===== src/hw/icx_pkg.sv =====
// Shared constants, register map and bus carriers for the interrupt flag block.
package icx_pkg;

  // Bus and vector widths.
  localparam int ADDR_W = 20;
  localparam int DATA_W = 32;
  localparam int NSRC   = 16;
  localparam int NGPIO  = 17;
  localparam int PIN_W  = 5;
  localparam int ST_W   = 3;

  // Register indices; the byte address is four times the index.
  localparam logic [15:0] IDX_PEND  = 16'h4600;
  localparam logic [15:0] IDX_MISS  = 16'h4602;
  localparam logic [15:0] IDX_GEN   = 16'h4618;
  localparam logic [15:0] IDX_CFG   = 16'h461A;
  localparam logic [15:0] IDX_SWT   = 16'h4638;
  localparam logic [15:0] IDX_STAT  = 16'h4700;
  localparam logic [15:0] IDX_SMASK = 16'h4702;
  localparam logic [15:0] IDX_REGC  = 16'h4704;

  // Byte addresses derived from the indices.
  localparam logic [ADDR_W-1:0] ADDR_PEND  = {2'b00, IDX_PEND, 2'b00};
  localparam logic [ADDR_W-1:0] ADDR_MISS  = {2'b00, IDX_MISS, 2'b00};
  localparam logic [ADDR_W-1:0] ADDR_GEN   = {2'b00, IDX_GEN, 2'b00};
  localparam logic [ADDR_W-1:0] ADDR_CFG   = {2'b00, IDX_CFG, 2'b00};
  localparam logic [ADDR_W-1:0] ADDR_SWT   = {2'b00, IDX_SWT, 2'b00};
  localparam logic [ADDR_W-1:0] ADDR_STAT  = {2'b00, IDX_STAT, 2'b00};
  localparam logic [ADDR_W-1:0] ADDR_SMASK = {2'b00, IDX_SMASK, 2'b00};
  localparam logic [ADDR_W-1:0] ADDR_REGC  = {2'b00, IDX_REGC, 2'b00};

  // Source bit positions in the pending and missed registers.
  localparam int BIT_WDOG   = 15;
  localparam int BIT_FAULT  = 14;
  localparam int BIT_TMR    = 13;
  localparam int BIT_GPIO   = 12;
  localparam int BIT_ADC    = 11;
  localparam int BIT_MACRX  = 10;
  localparam int BIT_MACTX  = 9;
  localparam int BIT_MACTMR = 8;
  localparam int BIT_SEC    = 7;
  localparam int BIT_SC2    = 6;
  localparam int BIT_SC1    = 5;
  localparam int BIT_SLEEP  = 4;
  localparam int BIT_BB     = 3;
  localparam int BIT_DBG    = 2;
  localparam int BIT_SW     = 1;

  // Bit masks: implemented bits, bits open to application code, level sources.
  localparam logic [NSRC-1:0] VALID_MASK   = 16'hFFFE;
  localparam logic [NSRC-1:0] APP_WR_MASK  = 16'h3860;
  localparam logic [NSRC-1:0] LEVEL_MASK   = 16'h1000;

  // Status register bits for the block's own interrupt output.
  localparam int ST_PEND_SET = 0;
  localparam int ST_MISS_SET = 1;
  localparam int ST_SW_TRIG  = 2;

  // Regulator control fields.
  localparam int RC_ALT_EN  = 0;
  localparam int RC_PIN_LSB = 4;

  // Reset values.
  localparam logic [NSRC-1:0]  RST_FLAGS = 16'h0000;
  localparam logic [ST_W-1:0]  RST_STAT  = 3'h0;
  localparam logic [PIN_W-1:0] RST_PIN   = 5'h00;

  // APB request from the master.
  typedef struct packed {
    logic              psel;
    logic              penable;
    logic              pwrite;
    logic [ADDR_W-1:0] paddr;
    logic [DATA_W-1:0] pwdata;
  } icx_apb_req_t;

  // APB response to the master.
  typedef struct packed {
    logic [DATA_W-1:0] prdata;
    logic              pready;
    logic              pslverr;
  } icx_apb_rsp_t;

endpackage


===== src/hw/icx_flag_cell.sv =====
// One source's pending bit and missed-event bit.
`timescale 1ns/10ps
module icx_flag_cell #(
  parameter bit IS_LEVEL = 1'b0
) (
  input  wire logic clk_in,
  input  wire logic srst_in,
  input  wire logic event_in,
  input  wire logic enable_in,
  input  wire logic pend_clr_in,
  input  wire logic miss_clr_in,
  output logic      pend_out,
  output logic      miss_out,
  output logic      miss_hit_out
);

  logic pend_ff;
  logic miss_ff;
  logic nxt_pend;
  logic nxt_miss;

  // A repeat of an enabled pulse source while still pending is a miss; level sources hold instead.
  assign miss_hit_out = event_in & enable_in & pend_ff & ~IS_LEVEL;
  // The set term is ORed after the clear, so a coincident event keeps the bit.
  assign nxt_pend = event_in | (pend_ff & ~pend_clr_in);
  assign nxt_miss = miss_hit_out | (miss_ff & ~miss_clr_in);

  // Flag storage.
  always_ff @(posedge clk_in) begin
    if (srst_in) begin
      pend_ff <= 1'b0;
      miss_ff <= 1'b0;
    end else begin
      pend_ff <= nxt_pend;
      miss_ff <= nxt_miss;
    end
  end

  assign pend_out = pend_ff;
  assign miss_out = miss_ff;
endmodule


===== src/hw/icx_top.sv =====
// Top-level pending and missed-event flags, software trigger and regulator enable.
`timescale 1ns/10ps
module icx_top (
  input  wire logic                    CLOCK_IN,
  input  wire logic                    SRST_IN,
  input  wire icx_pkg::icx_apb_req_t   APB_REQ_IN,
  output icx_pkg::icx_apb_rsp_t        APB_RSP_OUT,
  input  wire logic [icx_pkg::NSRC-1:0] SRC_EVENT_IN,
  input  wire logic                    APP_MODE_IN,
  input  wire logic                    DEEP_SLEEP_IN,
  output logic                         CPU_IRQ_OUT,
  output logic                         INT_OUT,
  output logic                         REG_EN_OUT,
  output logic                         REG_EN_OE_N_OUT,
  output logic [icx_pkg::NGPIO-1:0]    REG_EN_PIN_SEL_OUT
);
  import icx_pkg::*;

  // Bus response flops.
  logic [DATA_W-1:0] prdata_ff;
  logic              pready_ff;
  logic              pslverr_ff;

  // Software visible state.
  logic [NSRC-1:0]   cfg_ff;
  logic              gen_ff;
  logic [NSRC-1:0]   swt_ff;
  logic [ST_W-1:0]   stat_ff;
  logic [ST_W-1:0]   smask_ff;
  logic              alt_en_ff;
  logic [PIN_W-1:0]  pin_ff;

  // Output flops.
  logic              cpu_irq_ff;
  logic              int_ff;
  logic              reg_en_ff;
  logic              oe_n_ff;
  logic [NGPIO-1:0]  pin_sel_ff;

  // Next values.
  logic [ST_W-1:0]   nxt_stat;
  logic [NSRC-1:0]   nxt_cfg;
  logic              nxt_pready;

  // Bus phase decode.
  wire               setup   = APB_REQ_IN.psel & ~APB_REQ_IN.penable;
  wire               access  = APB_REQ_IN.psel & APB_REQ_IN.penable & pready_ff;
  wire               wr_acc  = access & APB_REQ_IN.pwrite;
  wire               rd_acc  = access & ~APB_REQ_IN.pwrite;
  wire [NSRC-1:0]    wd      = APB_REQ_IN.pwdata[NSRC-1:0];

  // Address decode.
  wire               hit_pend  = APB_REQ_IN.paddr == ADDR_PEND;
  wire               hit_miss  = APB_REQ_IN.paddr == ADDR_MISS;
  wire               hit_gen   = APB_REQ_IN.paddr == ADDR_GEN;
  wire               hit_cfg   = APB_REQ_IN.paddr == ADDR_CFG;
  wire               hit_swt   = APB_REQ_IN.paddr == ADDR_SWT;
  wire               hit_stat  = APB_REQ_IN.paddr == ADDR_STAT;
  wire               hit_smask = APB_REQ_IN.paddr == ADDR_SMASK;
  wire               hit_regc  = APB_REQ_IN.paddr == ADDR_REGC;
  wire               mapped    = hit_pend | hit_miss | hit_gen | hit_cfg | hit_swt |
                                 hit_stat | hit_smask | hit_regc;

  // Application code may only touch the peripheral bits.
  wire [NSRC-1:0]    wr_mask   = APP_MODE_IN ? APP_WR_MASK : VALID_MASK;

  // Write-one-clear strobes for the flag cells.
  wire [NSRC-1:0]    pend_clr  = {NSRC{wr_acc & hit_pend}} & wd & wr_mask;
  wire [NSRC-1:0]    miss_clr  = {NSRC{wr_acc & hit_miss}} & wd & wr_mask;

  // Any write to the trigger register fires the software source, whatever the value.
  wire               sw_pulse  = wr_acc & hit_swt;

  // Event vector: the software position is driven only by the trigger.
  wire [NSRC-1:0]    ev_vec;
  assign ev_vec[NSRC-1:BIT_SW+1] = SRC_EVENT_IN[NSRC-1:BIT_SW+1];
  assign ev_vec[BIT_SW]          = sw_pulse;
  assign ev_vec[0]               = 1'b0;

  // Flag vectors gathered from the cells.
  wire [NSRC-1:0]    pend_vec;
  wire [NSRC-1:0]    miss_vec;
  wire [NSRC-1:0]    miss_hit;
  assign pend_vec[0] = 1'b0;
  assign miss_vec[0] = 1'b0;
  assign miss_hit[0] = 1'b0;

  // One flag cell per implemented source bit.
  genvar gi;
  generate
    for (gi = 1; gi < NSRC; gi++) begin : g_src
      icx_flag_cell #(
        .IS_LEVEL (LEVEL_MASK[gi])
      ) u_cell (
        .clk_in       (CLOCK_IN),
        .srst_in      (SRST_IN),
        .event_in     (ev_vec[gi]),
        .enable_in    (cfg_ff[gi]),
        .pend_clr_in  (pend_clr[gi]),
        .miss_clr_in  (miss_clr[gi]),
        .pend_out     (pend_vec[gi]),
        .miss_out     (miss_vec[gi]),
        .miss_hit_out (miss_hit[gi])
      );
    end
  endgenerate

  // Read multiplexer; unused high bits read as zero.
  wire [DATA_W-1:0]  rd_mux =
    hit_pend  ? {16'h0000, pend_vec} :
    hit_miss  ? {16'h0000, miss_vec} :
    hit_gen   ? {31'h00000000, gen_ff} :
    hit_cfg   ? {16'h0000, cfg_ff} :
    hit_swt   ? {16'h0000, swt_ff} :
    hit_stat  ? {29'h00000000, stat_ff} :
    hit_smask ? {29'h00000000, smask_ff} :
    hit_regc  ? {23'h000000, pin_ff, 3'h0, alt_en_ff} :
                32'h00000000;

  // Block events that set sticky status bits.
  wire [ST_W-1:0]    stat_set;
  assign stat_set[ST_PEND_SET] = |(ev_vec & ~pend_vec);
  assign stat_set[ST_MISS_SET] = |miss_hit;
  assign stat_set[ST_SW_TRIG]  = sw_pulse;

  // A status read clears only the bits it returned; new sets win over the clear.
  wire [ST_W-1:0]    stat_clr = (rd_acc & hit_stat) ? prdata_ff[ST_W-1:0] : RST_STAT;
  assign nxt_stat = (stat_ff & ~stat_clr) | stat_set;

  // Enable mask write keeps system-owned bits out of reach of application code.
  assign nxt_cfg = (wr_acc & hit_cfg) ? ((cfg_ff & ~wr_mask) | (wd & wr_mask)) : cfg_ff;

  // Ready rises for one cycle after each setup phase: no wait states.
  assign nxt_pready = setup & ~pready_ff;

  // Bus response: data and error are captured in the setup cycle.
  always_ff @(posedge CLOCK_IN) begin
    if (SRST_IN) begin
      prdata_ff  <= 32'h00000000;
      pready_ff  <= 1'b0;
      pslverr_ff <= 1'b0;
    end else begin
      pready_ff <= nxt_pready;
      if (setup) begin
        prdata_ff  <= rd_mux;
        pslverr_ff <= ~mapped;
      end
    end
  end

  // Control registers written by software.
  always_ff @(posedge CLOCK_IN) begin
    if (SRST_IN) begin
      cfg_ff    <= RST_FLAGS;
      gen_ff    <= 1'b0;
      swt_ff    <= RST_FLAGS;
      smask_ff  <= RST_STAT;
      alt_en_ff <= 1'b0;
      pin_ff    <= RST_PIN;
    end else begin
      cfg_ff <= nxt_cfg;
      if (wr_acc && hit_gen) begin
        gen_ff <= APB_REQ_IN.pwdata[0];
      end
      if (sw_pulse) begin
        swt_ff <= wd;
      end
      if (wr_acc && hit_smask) begin
        smask_ff <= APB_REQ_IN.pwdata[ST_W-1:0];
      end
      if (wr_acc && hit_regc) begin
        alt_en_ff <= APB_REQ_IN.pwdata[RC_ALT_EN];
        pin_ff    <= APB_REQ_IN.pwdata[RC_PIN_LSB +: PIN_W];
      end
    end
  end

  // Sticky status and the merged requests.
  always_ff @(posedge CLOCK_IN) begin
    if (SRST_IN) begin
      stat_ff    <= RST_STAT;
      cpu_irq_ff <= 1'b0;
      int_ff     <= 1'b0;
    end else begin
      stat_ff    <= nxt_stat;
      cpu_irq_ff <= gen_ff & (|(pend_vec & cfg_ff));
      int_ff     <= |(stat_ff & smask_ff);
    end
  end

  // Open-collector regulator enable: only ever pulled low, never driven high.
  wire               reg_pull = DEEP_SLEEP_IN & alt_en_ff;
  wire [NGPIO-1:0]   pin_one  = {{(NGPIO-1){1'b0}}, 1'b1} << pin_ff;

  // Regulator enable pin and its GPIO alternate-function select.
  always_ff @(posedge CLOCK_IN) begin
    if (SRST_IN) begin
      reg_en_ff  <= 1'b0;
      oe_n_ff    <= 1'b1;
      pin_sel_ff <= {NGPIO{1'b0}};
    end else begin
      reg_en_ff  <= 1'b0;
      oe_n_ff    <= ~reg_pull;
      pin_sel_ff <= alt_en_ff ? pin_one : {NGPIO{1'b0}};
    end
  end

  // Port drive.
  assign APB_RSP_OUT         = {prdata_ff, pready_ff, pslverr_ff};
  assign CPU_IRQ_OUT         = cpu_irq_ff;
  assign INT_OUT             = int_ff;
  assign REG_EN_OUT          = reg_en_ff;
  assign REG_EN_OE_N_OUT     = oe_n_ff;
  assign REG_EN_PIN_SEL_OUT  = pin_sel_ff;
endmodule


===== config.mk =====
export PLATFORM = sky130hd
export DESIGN_NAME = icx_top
export DESIGN_NICKNAME = d
export VERILOG_FILES = /design/src/hw/icx_pkg.sv /design/src/hw/icx_flag_cell.sv /design/src/hw/icx_top.sv
export SDC_FILE = /design/constraint.sdc
export NUM_CORES = 1
export LEC_CHECK = 0
export BUFFER_PORTS_ARGS = -buffer_cell sky130_fd_sc_hd__buf_2
export CAP_MARGIN = 15
export CELL_PAD_IN_SITES_DETAIL_PLACEMENT = 0
export CELL_PAD_IN_SITES_GLOBAL_PLACEMENT = 1
export CORE_ASPECT_RATIO = 2
export CORE_UTILIZATION = 43
export DETAILED_ROUTE_END_ITERATION = 7
export GPL_ROUTABILITY_DRIVEN = 0
export PLACE_DENSITY = 0.86
export SKIP_LAST_GASP = 1
export SLEW_MARGIN = 25
export SYNTH_ARGS = -nofsm -noshare
export SYNTH_HDL_FRONTEND = slang
export SYNTH_HIERARCHICAL = 1
export SYNTH_SLANG_ARGS = --single-unit

===== constraint.sdc =====
create_clock -name CLOCK_IN -period 4.3 [get_ports CLOCK_IN]
set_input_delay 0.43 -clock CLOCK_IN [delete_from_list [all_inputs] [get_ports CLOCK_IN]]
set_output_delay 0.43 -clock CLOCK_IN [all_outputs]
set_load 0.005 [all_outputs]

Word level (Yosys, flattened, before mapping)
Cells that the tools add are included.
- register bits after elaboration: 129
- output and inout port bits: 55
- word-level logic and storage cells: 229
- equality and inequality tests: 8
- shift operators: 1
- mux-type cells: 10
- bitwise operators: 158
- reductions and logical operators: 8
- operators by type and width (cell ; number):
    $eq 20x17->1 const B ; 8
    $and 16x16->16 ; 8
    $mux 16 ; 6
    $and 1x1->1 ; 71
    $not 1->1 ; 36
    $or 1x1->1 ; 36
    $not 16->16 ; 2
    $reduce_or 16->1 ; 2
    $mux 9 ; 3
    $shl 1x5->17 const A ; 1
    $or 16x16->16 ; 1
    $reduce_or 14->1 ; 1
    $and 3x3->3 ; 2
    $logic_and 1x1->1 ; 3
    $mux 3 ; 1
    $not 3->3 ; 1
    $or 3x3->3 ; 1
    $reduce_or 3->1 ; 1
    $reduce_or 2->1 ; 1

Depth between registers and ports, before layout
Gate-level depths: netlist (run 1).
- depth in word-level cells: 9
- gate-level depth with buffers: 10
- gate-level depth less buffers: 9

Modules after synthesis
The synthesis (run 1) kept the hierarchy.
- modules (own cells, without submodules) (module ; instances ; cells an instance ; area each (um^2) ; sequential area each (um^2)):
    icx_top ; 1 ; 538 ; 4383.0 ; 1641.6
    icx_flag_cell at g_src[10].u_cell ... ; 14 ; 9 ; 82.6 ; 40.0
    icx_flag_cell at g_src[12].u_cell ; 1 ; 8 ; 77.6 ; 40.0

Worst setup path before layout (run 1)
Ideal clock, no wire load.
- path type: input -> register
- from: input port APB_REQ_IN[45] (netlist name)
- to: register g_src[1].u_cell.miss_ff
- setup time: 118 ps
- arrival time: 2144 ps
- required time: 4182 ps
- path slack: 2038 ps
- cell stages on the path: 7
- path through: or4b_4 nor4_4 nand2_1 nor3_1 and2_1 nand2b_4 a21oi_1
- word-level cells in the longest chain between the ends: 7
- ends and longest elaborated chain (element ; line ; text):
    from (decl) ; icx_top.sv:6 ; input wire icx_pkg::icx_apb_req_t APB_REQ_IN,
    $eq 20x17->1 ; icx_top.sv:54 ; wire hit_miss = APB_REQ_IN.paddr == ADDR_MISS;
    $and 1x1->1 ; icx_top.sv:69 ; wire [NSRC-1:0] miss_clr = {NSRC{wr_acc & hit_miss}} & wd & wr_mask;
    $and 16x16->16 (2 in series) ; icx_top.sv:69 ;
    net miss_clr[1] ; icx_top.sv:69 ;
    $not 1->1 ; icx_flag_cell.sv:26 ; assign nxt_miss = miss_hit_out | (miss_ff & ~miss_clr_in);
    $and 1x1->1 ; icx_flag_cell.sv:26 ;
    $or 1x1->1 ; icx_flag_cell.sv:26 ;
    to (signal assigned) ; icx_flag_cell.sv:35 ; miss_ff <= nxt_miss;
    to (decl) ; icx_flag_cell.sv:18 ; logic miss_ff;
The timed path passes the listed nets, and every way through them passes these cells.
A chain may end at the register's enable or synchronous reset.

Worst setup path in the final report (run 1)
- from: input port APB_REQ_IN[49] (netlist name)
- to: register swt_ff[10]
- word-level cells in the longest chain between the ends: 2
- ends and longest elaborated chain (element ; line ; text):
    $eq 20x17->1 ; icx_top.sv:57 ; wire hit_swt = APB_REQ_IN.paddr == ADDR_SWT;
    $and 1x1->1 ; icx_top.sv:72 ; wire sw_pulse = wr_acc & hit_swt;
    to (signal assigned) ; icx_top.sv:166 ; swt_ff <= wd;
    to (decl) ; icx_top.sv:27 ; logic [NSRC-1:0] swt_ff;
No other way between the ends.

==> summary.md, run 1 <==
| Metric | Value |
|---|---|
| Run status | `complete, no violations` |
| Clock Skew | `about 0.0089 ns` |
| YS warnings | `6` |
| Final min period | `between 2 and 3 ns` |
| Worst hold path class | `in -> reg` |
| Syn Area/Cell | `around 8.4 um2` |
| Worst Path Max Fanout | `26` |
| Worst Setup Start Kind | `input pin` |
| Unique masters post-synth | `just under 60` |
| Most frequent cells in the layout | `112 x dfxtp_1, 94 x buf_2, 79 x nor2_1` |
| Die Y-Extent | `164 um` |
| Commonest non-fill, non-tap cell in the layout | `dfxtp_1` |
| Starting Density | `44.5%` |
| Placement Rows | `between 50 and 60` |
| Clock slew seen by the registers of the worst setup and hold paths | `0.08 ns` |
| CTS resizes | `0` |
| Power Dens Cells | `between 300 and 400 mW/mm2` |
| Pre-CTS setup slack | `between 1 and 1.5 ns` |
| Slew HR | `around two fifths` |
| Core ar. | `0.0126 mm2` |
| H-tree depth | `3` |
| Worst Path Arrival | `~2.7 ns` |
| DR vias | `between 5000 and 6000` |
| Maximum number of pins on one net before global-route repair | `39` |
| Post-DR wirelength/cell | `a little under 20 um` |
| Power consumption | `0.00215 W` |
| Antenna diodes | `0` |
| DRT Wirelength | `between 15000 and 20000 um` |
| Worst-case clock buffer depth | `2` |
| Number of flops mapped to enable cells by yosys | `0` |
| First-pass GRT wire length | `27400 um` |
| Yosys reg bits | `112` |
| Hold Path Depth | `2` |
| Ys flop type | `dfxtp_1` |
| Cts bufs inserted | `9` |
| Worst-Skew Late Latency | `between 0.3 and 0.4 ns` |
| PortBufs | `94` |
| Post-Synthesis Cells | `672` |
| Grt ovf | `0` |
| Router iterations before antenna repair | `5` |
| Ys async rst share | `0%` |
| Final core utilization | `between 50 and 60%` |
| Worst slew pin tran | `0.910 ns` |
| WHS | `0.231 ns` |
| Post-route ant nets | `0` |
| Worst VDD drop | `between 0.2 and 0.25 mV` |
| Vias per cell | `around 6` |
| Root Buffer | `clkbuf_16` |
| Dpl hpwl | `13200 um` |
| Final Hold Violating Endpoints | `0` |
| Crit share post-route | `58.3%` |
| Area of the die | `between 0.01 and 0.015 mm2` |
| Ports | `130` |
| Fin nets | `about 830` |
| CTS Sinks | `~110` |
| Critical Path End Type | `flop` |
| Hold Buf Count CTS | `0` |
| Post-CTS Setup Repair Bufs | `0` |
| Max Fclk | `approximately 400 MHz` |
| # DRC | `0` |
| Worst setup margin | `around 1.8 ns` |
| Initial antenna violation count | `0` |
| GRT Util Overall | `around a quarter` |
| Count of final max-slew check failures | `0` |
| CTS tree | `built` |
| DRT iter0 DRCs | `322` |
| Post-Route Setup TNS | `0 ns` |
| Worst path required time | `4.52 ns` |
| Fraction of layout cells with a size suffix above 1 | `19.4%` |
| Max Cap Violations | `0` |
| Vias in the first global route | `about 5400` |
| Area Overhead vs Synth | `14.5%` |
| Endpoints failing setup | `0` |
| Syn Std Cell Area | `between 0.005 and 0.006 mm2` |
| FF-to-FF path depth | `7` |
| Pleak | `between 2 and 3 nW` |
| CP Class | `in -> reg` |
| RSZ-0062 raised after global routing | `no` |
| DIE WIDTH | `~83 um` |
| Sequential area share after synthesis | `roughly two fifths` |
[synth_stat cells (2+ instances only)]
| library cell | n | share of area, % |
|---|---|---|
| buf_2 | 7 | 0.62 |
| or4_1 | 3 | 0.40 |
| a21o_1 | 7 | 0.94 |
| conb_1 | 2 | 0.13 |
| o311ai_0 | 2 | 0.31 |
| nor3_1 | 18 | 1.6 |
| o21ai_0 | 14 | 1.2 |
| buf_6 | 3 | 0.60 |
| o22ai_1 | 2 | 0.22 |
| clkbuf_1 | 20 | 1.3 |
| nor4_4 | 2 | 0.76 |
| a21bo_2 | 2 | 0.36 |
| nor4_1 | 4 | 0.45 |
| buf_4 | 21 | 2.8 |
| buf_1 | 2 | 0.13 |
| nand2b_4 | 14 | 3.4 |
| or3_1 | 5 | 0.56 |
| inv_1 | 47 | 3.1 |
| nand2b_1 | 19 | 2.1 |
| dfxtp_1 | 112 | 40 |
| a21oi_1 | 70 | 6.2 |
| a311o_1 | 8 | 1.4 |
| a222oi_1 | 3 | 0.53 |
| nor4b_1 | 2 | 0.31 |
| and2_1 | 15 | 1.7 |
| nand3_1 | 40 | 3.6 |
| nand4_1 | 19 | 2.1 |
| or4b_4 | 2 | 0.49 |
| nor2_1 | 79 | 5.3 |
| nand3b_1 | 3 | 0.40 |
| a221oi_1 | 9 | 1.4 |
| and3_1 | 22 | 2.5 |
| o31ai_1 | 5 | 0.67 |
| and4_1 | 4 | 0.62 |
| nor3b_1 | 3 | 0.40 |
| nor2b_1 | 6 | 0.67 |
| nand2_1 | 23 | 1.5 |
| a22oi_1 | 5 | 0.67 |
| mux2i_1 | 29 | 5.2 |
[cell families after synthesis]
group	after synthesis	synth area share [%]
compound gates	138	15.7
simple gates	290	30.2
mux	30	5.37
flops	112	39.9
other cells	2	0.134
buf+inv	100	8.64
[final cells by class]
class | count | area (um2)
Tap cell | 150 | 188
Clock buffer | 12 | 246
Multi-Input combinational cell | 476 | 2950
Timing Repair Buffer | 105 | 553
Clock inverter | 4 | 76.3
Sequential cell | 112 | 2240
Inverter | 47 | 176
Fill cell | 1261 | 6200
[per-stage QoR]
stage,area [um2],std cells
floorplan,5680,688
global placement,6110,890
detailed placement,6110,890
CTS,6430,906
global route,6430,906
finish,6430,906
[path summary, 6_finish.rpt]
| check | from | end | slack [ns] |
|---|---|---|---|
| min | DEEP_SLEEP_IN | REG_EN_OE_N_OUT$_SDFF_PP1_ | 0.23 |
| max reg2reg | pready_ff$_SDFF_PP0_ | swt_ff[10]$_SDFFE_PP0P_ | 2.27 |
| max | APB_REQ_IN[49] | swt_ff[10]$_SDFFE_PP0P_ | 1.79 |
| min reg2reg | pslverr_ff$_SDFFE_PP0P_ | pslverr_ff$_SDFFE_PP0P_ | 0.47 |
[flip-flops by register name, indices dropped and copies added (netlist names), named ones only]
register               flops
CPU_IRQ_OUT                1
INT_OUT                    1
REG_EN_OE_N_OUT            1
REG_EN_PIN_SEL_OUT        17
alt_en_ff                  1
cfg_ff                     5
g_src.u_cell/miss_out     15
g_src.u_cell/pend_out     15
gen_ff                     1
pin_ff                     5
prdata_ff                 16
pready_ff                  1
pslverr_ff                 1
smask_ff                   3
stat_ff                    3
swt_ff                    16
[per-layer routing]
layer	wire length, um	track usage, %	vias up
met2	9380	48.9	259
li1	-	-	2492
met5	0	0	-
met3	928	4.55	80
met1	6220	25.1	2464
met4	1260	20.2	0
[worst max-delay path: stages]
cell	delay (ns)
buf_2	0.11
or4b_4	0.58
nor4_4	0.22
buf_4	0.32
nand4_1	0.45
buf_4	0.39
mux2i_1	0.18
nor2_1	0.05
[power breakdown]
part / total, W / internal, W / switching, W
Clock: 0.000919 / 0.000530 / 0.000389
Sequential: 0.00108 / 0.00106 / 0.0000202
Combinational: 0.000156 / 0.0000573 / 0.0000988
No activity file was read; power rests on OpenSTA's default activity.
==> run 2, diff against run 1 <==
Settings changed: CORE_UTILIZATION 43 to 36, PLACE_DENSITY 0.86 to 0.77.
Clock period 4.3 ns to 2.2 ns, I/O delays scaled along.
==> summary.md, run 2 (synthesis gave the netlist of run 1 again) <==
| Metric | Value |
|---|---|
| Count of final max-slew check failures | `0 (unchanged)` |
| Commonest non-fill, non-tap cell in the layout | `dfxtp_1` |
| Post-route cell area | `0.00679 mm2 (+5.6%)` |
| # DRC | `0 (unchanged)` |
| Worst setup margin | `0.299 ns (-1.49 ns)` |
| Final min period | `1.90 ns` |
| Core ar. | `0.0153 mm2 (+21%)` |
| PortBufs | `94 (unchanged)` |
| Worst Path Max Fanout | `4 (-85%)` |
| Clock slew seen by the registers of the worst setup and hold paths | `0.07 ns (about the same)` |
| DR vias | `5450 (+2.9%)` |
| WHS | `0.0232 ns (-0.208 ns)` |
| DIE WIDTH | `90.3 um (+9.1%)` |
| Dpl hpwl | `14100 um (+7.2%)` |
| Area Overhead vs Synth | `20.9%` |
| Fin nets | `862 (+4.4%)` |
| Power Dens Cells | `606 mW/mm2 (+81%)` |
| Maximum number of pins on one net before global-route repair | `96 (+150%)` |
| Final Hold Violating Endpoints | `0 (unchanged)` |
| RSZ-0062 raised after global routing | `no` |
| Hold Buf Count CTS | `0 (unchanged)` |
| Slowest cell delay on critical path | `0.59 ns (about the same)` |
| Worst Path Arrival | `2.13 ns (-0.60 ns)` |
| Worst-case clock buffer depth | `2 (unchanged)` |
| CP Class | `in -> reg` |
| Ports | `130 (unchanged)` |
| Crit-path cells | `buf_2 -> or4b_4 -> or4_1 -> or3_1 -> o311ai_0 -> a21oi_1` |
| Die Y-Extent | `179 um (+9.2%)` |
| Max Fclk | `roughly 530 MHz` |
| Area of the die | `0.0161 mm2 (+19%)` |
| Largest register FFs | `17 (unchanged)` |
| First-pass GRT wire length | `28000 um (+2.0%)` |
| Endpoints failing setup | `0 (unchanged)` |
| DP Area | `0.00649 mm2 (+6.2%)` |
| Max Cap Violations | `0 (unchanged)` |
| # fillers | `1526 (+21%)` |
| Cts bufs inserted | `9 (unchanged)` |
| Placement Rows | `64 (+10%)` |
| Final core utilization | `44.4% (-6.5 points)` |
| Clock Skew | `0.00946 ns (+0.000599 ns)` |
| Critical Path End Type | `flop` |
| Worst hold path class | `in -> reg` |
| Worst slew pin tran | `0.685 ns (-0.225 ns)` |
| Slew HR | `54.4% (+15 points)` |
| Fraction of layout cells with a size suffix above 1 | `23.4% (+3.9 points)` |
| Pleak | `3.16 nW (+6.5%)` |
| Most frequent cells in the layout | `112 x dfxtp_1, 94 x buf_2, 79 x nor2_1` |
| CTS tree | `built` |
| Crit share post-route | `86.4%` |
| CP max-delay cell | `or4_1` |
| DRT iter0 DRCs | `245 (-24%)` |
| Run status | `complete, no violations` |
| Vias per cell | `5.51 (-5.8%)` |
| H-tree depth | `3 (unchanged)` |
| Starting Density | `36.7% (-7.8 points)` |
| CTS resizes | `0 (unchanged)` |
| DRT Wirelength | `18400 um (+3.3%)` |
| Post-DR wirelength/cell | `18.6 um (-5.4%)` |
| Grt ovf | `0 (unchanged)` |
| Crit path max-delay family | `simple AND/OR/NAND/NOR gates` |
| Router iterations before antenna repair | `5 (unchanged)` |
| Root Buffer | `clkbuf_16` |
| Pre-CTS setup slack | `-0.0562 ns (-1.49 ns)` |
| Worst Setup Start Kind | `input pin` |
| Worst VDD drop | `0.356 mV (+46%)` |
| Vias in the first global route | `5425 (+0.20%)` |
| Worst path required time | `2.43 ns (-2.09 ns)` |
| Initial antenna violation count | `0 (unchanged)` |
| Post-route ant nets | `0 (unchanged)` |
| CTS Sinks | `112 (unchanged)` |
| Worst-Skew Late Latency | `0.36 ns (about the same)` |
| Crit path buffers/inverters | `1 (-2)` |
| GRT Util Overall | `22.9% (-3.3 points)` |
| Antenna diodes | `0 (unchanged)` |
| Post-CTS Setup Repair Bufs | `0 (unchanged)` |
==> run 2: changes by cell type in the layout (fill, tap and decap cells not counted) <==
| cell | delta |
|---|---|
| bufinv_16 | -1 |
| clkbuf_8 | -1 |
| buf_12 | +4 |
| inv_6 | +1 |
| clkinv_2 | +2 |
| buf_4 | +32 |
| clkinvlp_4 | -1 |
| clkinv_4 | +1 |
| inv_8 | +1 |
| clkbuf_1 | -2 |
==> run 2: layout make-up <==
cell class / count / area [um2] / area share (%)
clock buffers: 9 / 225 / 3.32
clock inverters: 7 / 77.6 / 1.14
inverters: 47 / 176 / 2.60
multi-input cells: 476 / 2950 / 43.4
flip-flops and latches: 112 / 2240 / 33.0
well taps: 198 / 248 / 3.65
repair buffers: 141 / 873 / 12.9
==> run 2: layer usage <==
metal | part of all wire (%) | track usage [%] | vias up
met5 | 0 | 0 | -
met4 | 7.6 | 19.2 | 0
met3 | 5.3 | 4.18 | 81
met2 | 53 | 43.2 | 240
met1 | 34 | 21.0 | 2567
li1 | - | - | 2562
==> run 2: path summary, 6_finish.rpt <==
kind,from,to,slack (ns),depth (start not counted)
worst max-delay path,APB_REQ_IN[45],prdata_ff[2]$_SDFFE_PP0P_,0.30,6
worst min-delay path,DEEP_SLEEP_IN,REG_EN_OE_N_OUT$_SDFF_PP1_,0.02,2
worst max register to register,pready_ff$_SDFF_PP0_,smask_ff[1]$_SDFFE_PP0P_,0.35,5
worst min register to register,pslverr_ff$_SDFFE_PP0P_,pslverr_ff$_SDFFE_PP0P_,0.47,2
==> run 2: through the flow <==
step,setup TNS (ns),total power [W],instances
after global routing,0,0.00427,990
after CTS,0,0.00414,990
after detailed placement,-0.134,0.00247,974
final,0,0.00412,990
after global placement,-0.0350,0.00246,974
after floorplan,0,0.00231,688
==> run 2: power breakdown <==
part	total [W]	switching (W)	internal (W)
Sequential	0.00210	0.0000409	0.00206
Clock	0.00169	0.000788	0.000899
Combinational	0.000324	0.000201	0.000123
Total	0.00412	0.00103	0.00309
==> run 3, diff against run 2 <==
Settings changed: MAX_ROUTING_LAYER set to met4.
==> summary.md, run 3 (synthesis gave the netlist of run 1 again) <==
| Metric | Value |
|---|---|
| Run status | `complete, no violations` |
| Starting Density | `36.7% (unchanged)` |
| Worst Path Arrival | `2.13 ns (about the same)` |
| Vias per cell | `5.49 (-0.24%)` |
| Slowest cell delay on critical path | `0.60 ns (about the same)` |
| CP Class | `in -> reg` |
| Post-route cell area | `0.00679 mm2 (unchanged)` |
| DRT iter0 DRCs | `277 (+13%)` |
| R2r setup slk | `0.34 ns (about the same)` |
| H-tree depth | `3 (unchanged)` |
| Switching Fraction | `25.1% (+0.11 points)` |
| Min-delay src | `DEEP_SLEEP_IN` |
| DIE WIDTH | `90.3 um (unchanged)` |
| Cts bufs inserted | `9 (unchanged)` |
| Placement Rows | `64 (unchanged)` |
| Worst VDD drop | `0.351 mV (-1.5%)` |
| Area Overhead vs Synth | `20.9% (unchanged)` |
| GRT Util Overall | `23.5% (+0.66 points)` |
| # fillers | `1526 (unchanged)` |
| Dpl hpwl | `14100 um (unchanged)` |
| Worst-case clock buffer depth | `2 (unchanged)` |
| Multi-input gate area in the final layout | `0.00295 mm2 (unchanged)` |
| Router iterations before antenna repair | `5 (unchanged)` |
| CTS tree | `built` |
| DP Area | `0.00649 mm2 (unchanged)` |
| Crit-path cells | `buf_2 -> or4b_4 -> or4_1 -> or3_1 -> o311ai_0 -> a21oi_1` |
| FF-to-FF path depth | `5 (unchanged)` |
| Pleak | `3.16 nW (unchanged)` |
| PortBufs | `94 (unchanged)` |
| Worst r2r dst | `smask_ff[1]$_SDFFE_PP0P_` |
| Post-DR wirelength/cell | `18.6 um (about the same)` |
| # DRC | `0 (unchanged)` |
| Ports | `130 (unchanged)` |
| Slew HR | `54.8% (+0.48 points)` |
| Sw power | `0.00104 W (+0.57%)` |
| Final min period | `1.90 ns (+0.00335 ns)` |
| Grt ovf | `0 (unchanged)` |
| Root Buffer | `clkbuf_16` |
| CP max-delay cell | `or4_1` |
| Clock slew seen by the registers of the worst setup and hold paths | `0.07 ns (about the same)` |
| Power consumption | `0.00412 W (+0.14%)` |
| Endpoints failing setup | `0 (unchanged)` |
| Cell Int Power | `0.00309 W (about the same)` |
| Pre-CTS setup slack | `-0.0562 ns (unchanged)` |
| Worst-Skew Late Latency | `0.36 ns (about the same)` |
| Hold-critical path endpoint | `REG_EN_OE_N_OUT$_SDFF_PP1_` |
| Fraction of layout cells with a size suffix above 1 | `23.4% (unchanged)` |
| DR vias | `5437 (-0.24%)` |
| Count of final max-slew check failures | `0 (unchanged)` |
| Clock power frac | `41.1% (about the same)` |
| Commonest non-fill, non-tap cell in the layout | `dfxtp_1` |
| Post-route ant nets | `0 (unchanged)` |
| Worst Path Max Fanout | `4 (unchanged)` |
| First-pass GRT wire length | `28000 um (unchanged)` |
| Fin nets | `862 (unchanged)` |
| Critical Path End Type | `flop` |
| Most frequent cells in the layout | `112 x dfxtp_1, 94 x buf_2, 79 x nor2_1` |
| Clock Skew | `0.00845 ns (-0.00101 ns)` |
| Worst slew pin tran | `0.677 ns (-0.00725 ns)` |
| Maximum number of pins on one net before global-route repair | `96 (unchanged)` |
| Antenna diodes | `0 (unchanged)` |
| Worst hold path class | `in -> reg` |
| Worst Setup Start Kind | `input pin` |
| Die Y-Extent | `179 um (unchanged)` |
| Max Fclk | `525 MHz (-0.18%)` |
| Worst path required time | `2.43 ns (about the same)` |
| Hold Path Depth | `2 (unchanged)` |
| Core ar. | `0.0153 mm2 (unchanged)` |
| Post-CTS Setup Repair Bufs | `0 (unchanged)` |
| Max Cap Violations | `0 (unchanged)` |
| CTS Sinks | `112 (unchanged)` |
| Vias in the first global route | `5413 (-0.22%)` |
| DRT Wirelength | `18400 um (about the same)` |
| Comb power frac | `7.9% (about the same)` |
| Seq. cell area | `0.00224 mm2 (unchanged)` |
| Final Hold Violating Endpoints | `0 (unchanged)` |
| Crit share post-route | `86.6% (+0.15 points)` |
| Area of the die | `0.0161 mm2 (unchanged)` |
| Initial antenna violation count | `0 (unchanged)` |
| Hold Buf Count CTS | `0 (unchanged)` |
| Largest register FFs | `17 (unchanged)` |
| Flop pwr share | `51.1% (about the same)` |
| CTS resizes | `0 (unchanged)` |
| Power Dens Cells | `607 mW/mm2 (+0.14%)` |
| Worst r2r src | `pready_ff$_SDFF_PP0_` |
| RSZ-0062 raised after global routing | `no` |
| Worst setup margin | `0.296 ns (-0.00335 ns)` |
[run 3: worst max path at each step]
stage | end | startpoint | depth (start not counted)
finish | prdata_ff[2]$_SDFFE_PP0P_ | APB_REQ_IN[45] | 6
global route | stat_ff[1]$_SDFF_PP0_ | APB_REQ_IN[49] | 11
CTS | prdata_ff[2]$_SDFFE_PP0P_ | APB_REQ_IN[45] | 6
detailed placement | prdata_ff[2]$_SDFFE_PP0P_ | APB_REQ_IN[45] | 6
global placement | prdata_ff[2]$_SDFFE_PP0P_ | APB_REQ_IN[45] | 6
floorplan | g_src[1].u_cell/miss_out$_SDFF_PP0_ | APB_REQ_IN[45] | 7
[run 3: stage by stage]
step                std cells  hold WS, ns  setup TNS, ns  utilization, %
floorplan                 688        0.282              0               -
global route              990       0.0178              0            44.4
detailed placement        974        0.389         -0.134            42.4
finish                    990       0.0183              0            44.4
global placement          974        0.387        -0.0350            42.4
CTS                       990       0.0195              0            44.4
[run 3: per-layer routing]
metal / GRT usage [%] / wire (um)
met1: 21.2 / 6240
met2: 43.0 / 9770
met3: 3.92 / 961
met4: 19.4 / 1410
met5: - / 0
[run 3: area by class of cell]
| class | count | area share (%) |
|---|---|---|
| clock inverters | 7 | 1.14 |
| inverters | 47 | 2.60 |
| flip-flops and latches | 112 | 33.0 |
| clock buffers | 9 | 3.32 |
| multi-input cells | 476 | 43.4 |
| repair buffers | 141 | 12.9 |
| well taps | 198 | 3.65 |
[run 3: critical path, delay by kind of cell]
family                 cells  cell delay (ns)
AOI/OAI and AO/OA          2             0.27
buffers and inverters      1             0.10
and+or+nand+nor            3             1.54
[run 3: power groups by stage]
stage / Sequential (W) / Clock, W / Combinational (W)
6_report: 0.00210 / 0.00169 / 0.000324
5_1_grt: 0.00211 / 0.00181 / 0.000352
4_1_cts: 0.00210 / 0.00172 / 0.000322
3_5_place_dp: 0.00215 / 0 / 0.000321
3_3_place_gp: 0.00215 / 0 / 0.000315
2_1_floorplan: 0.00214 / 0 / 0.000170
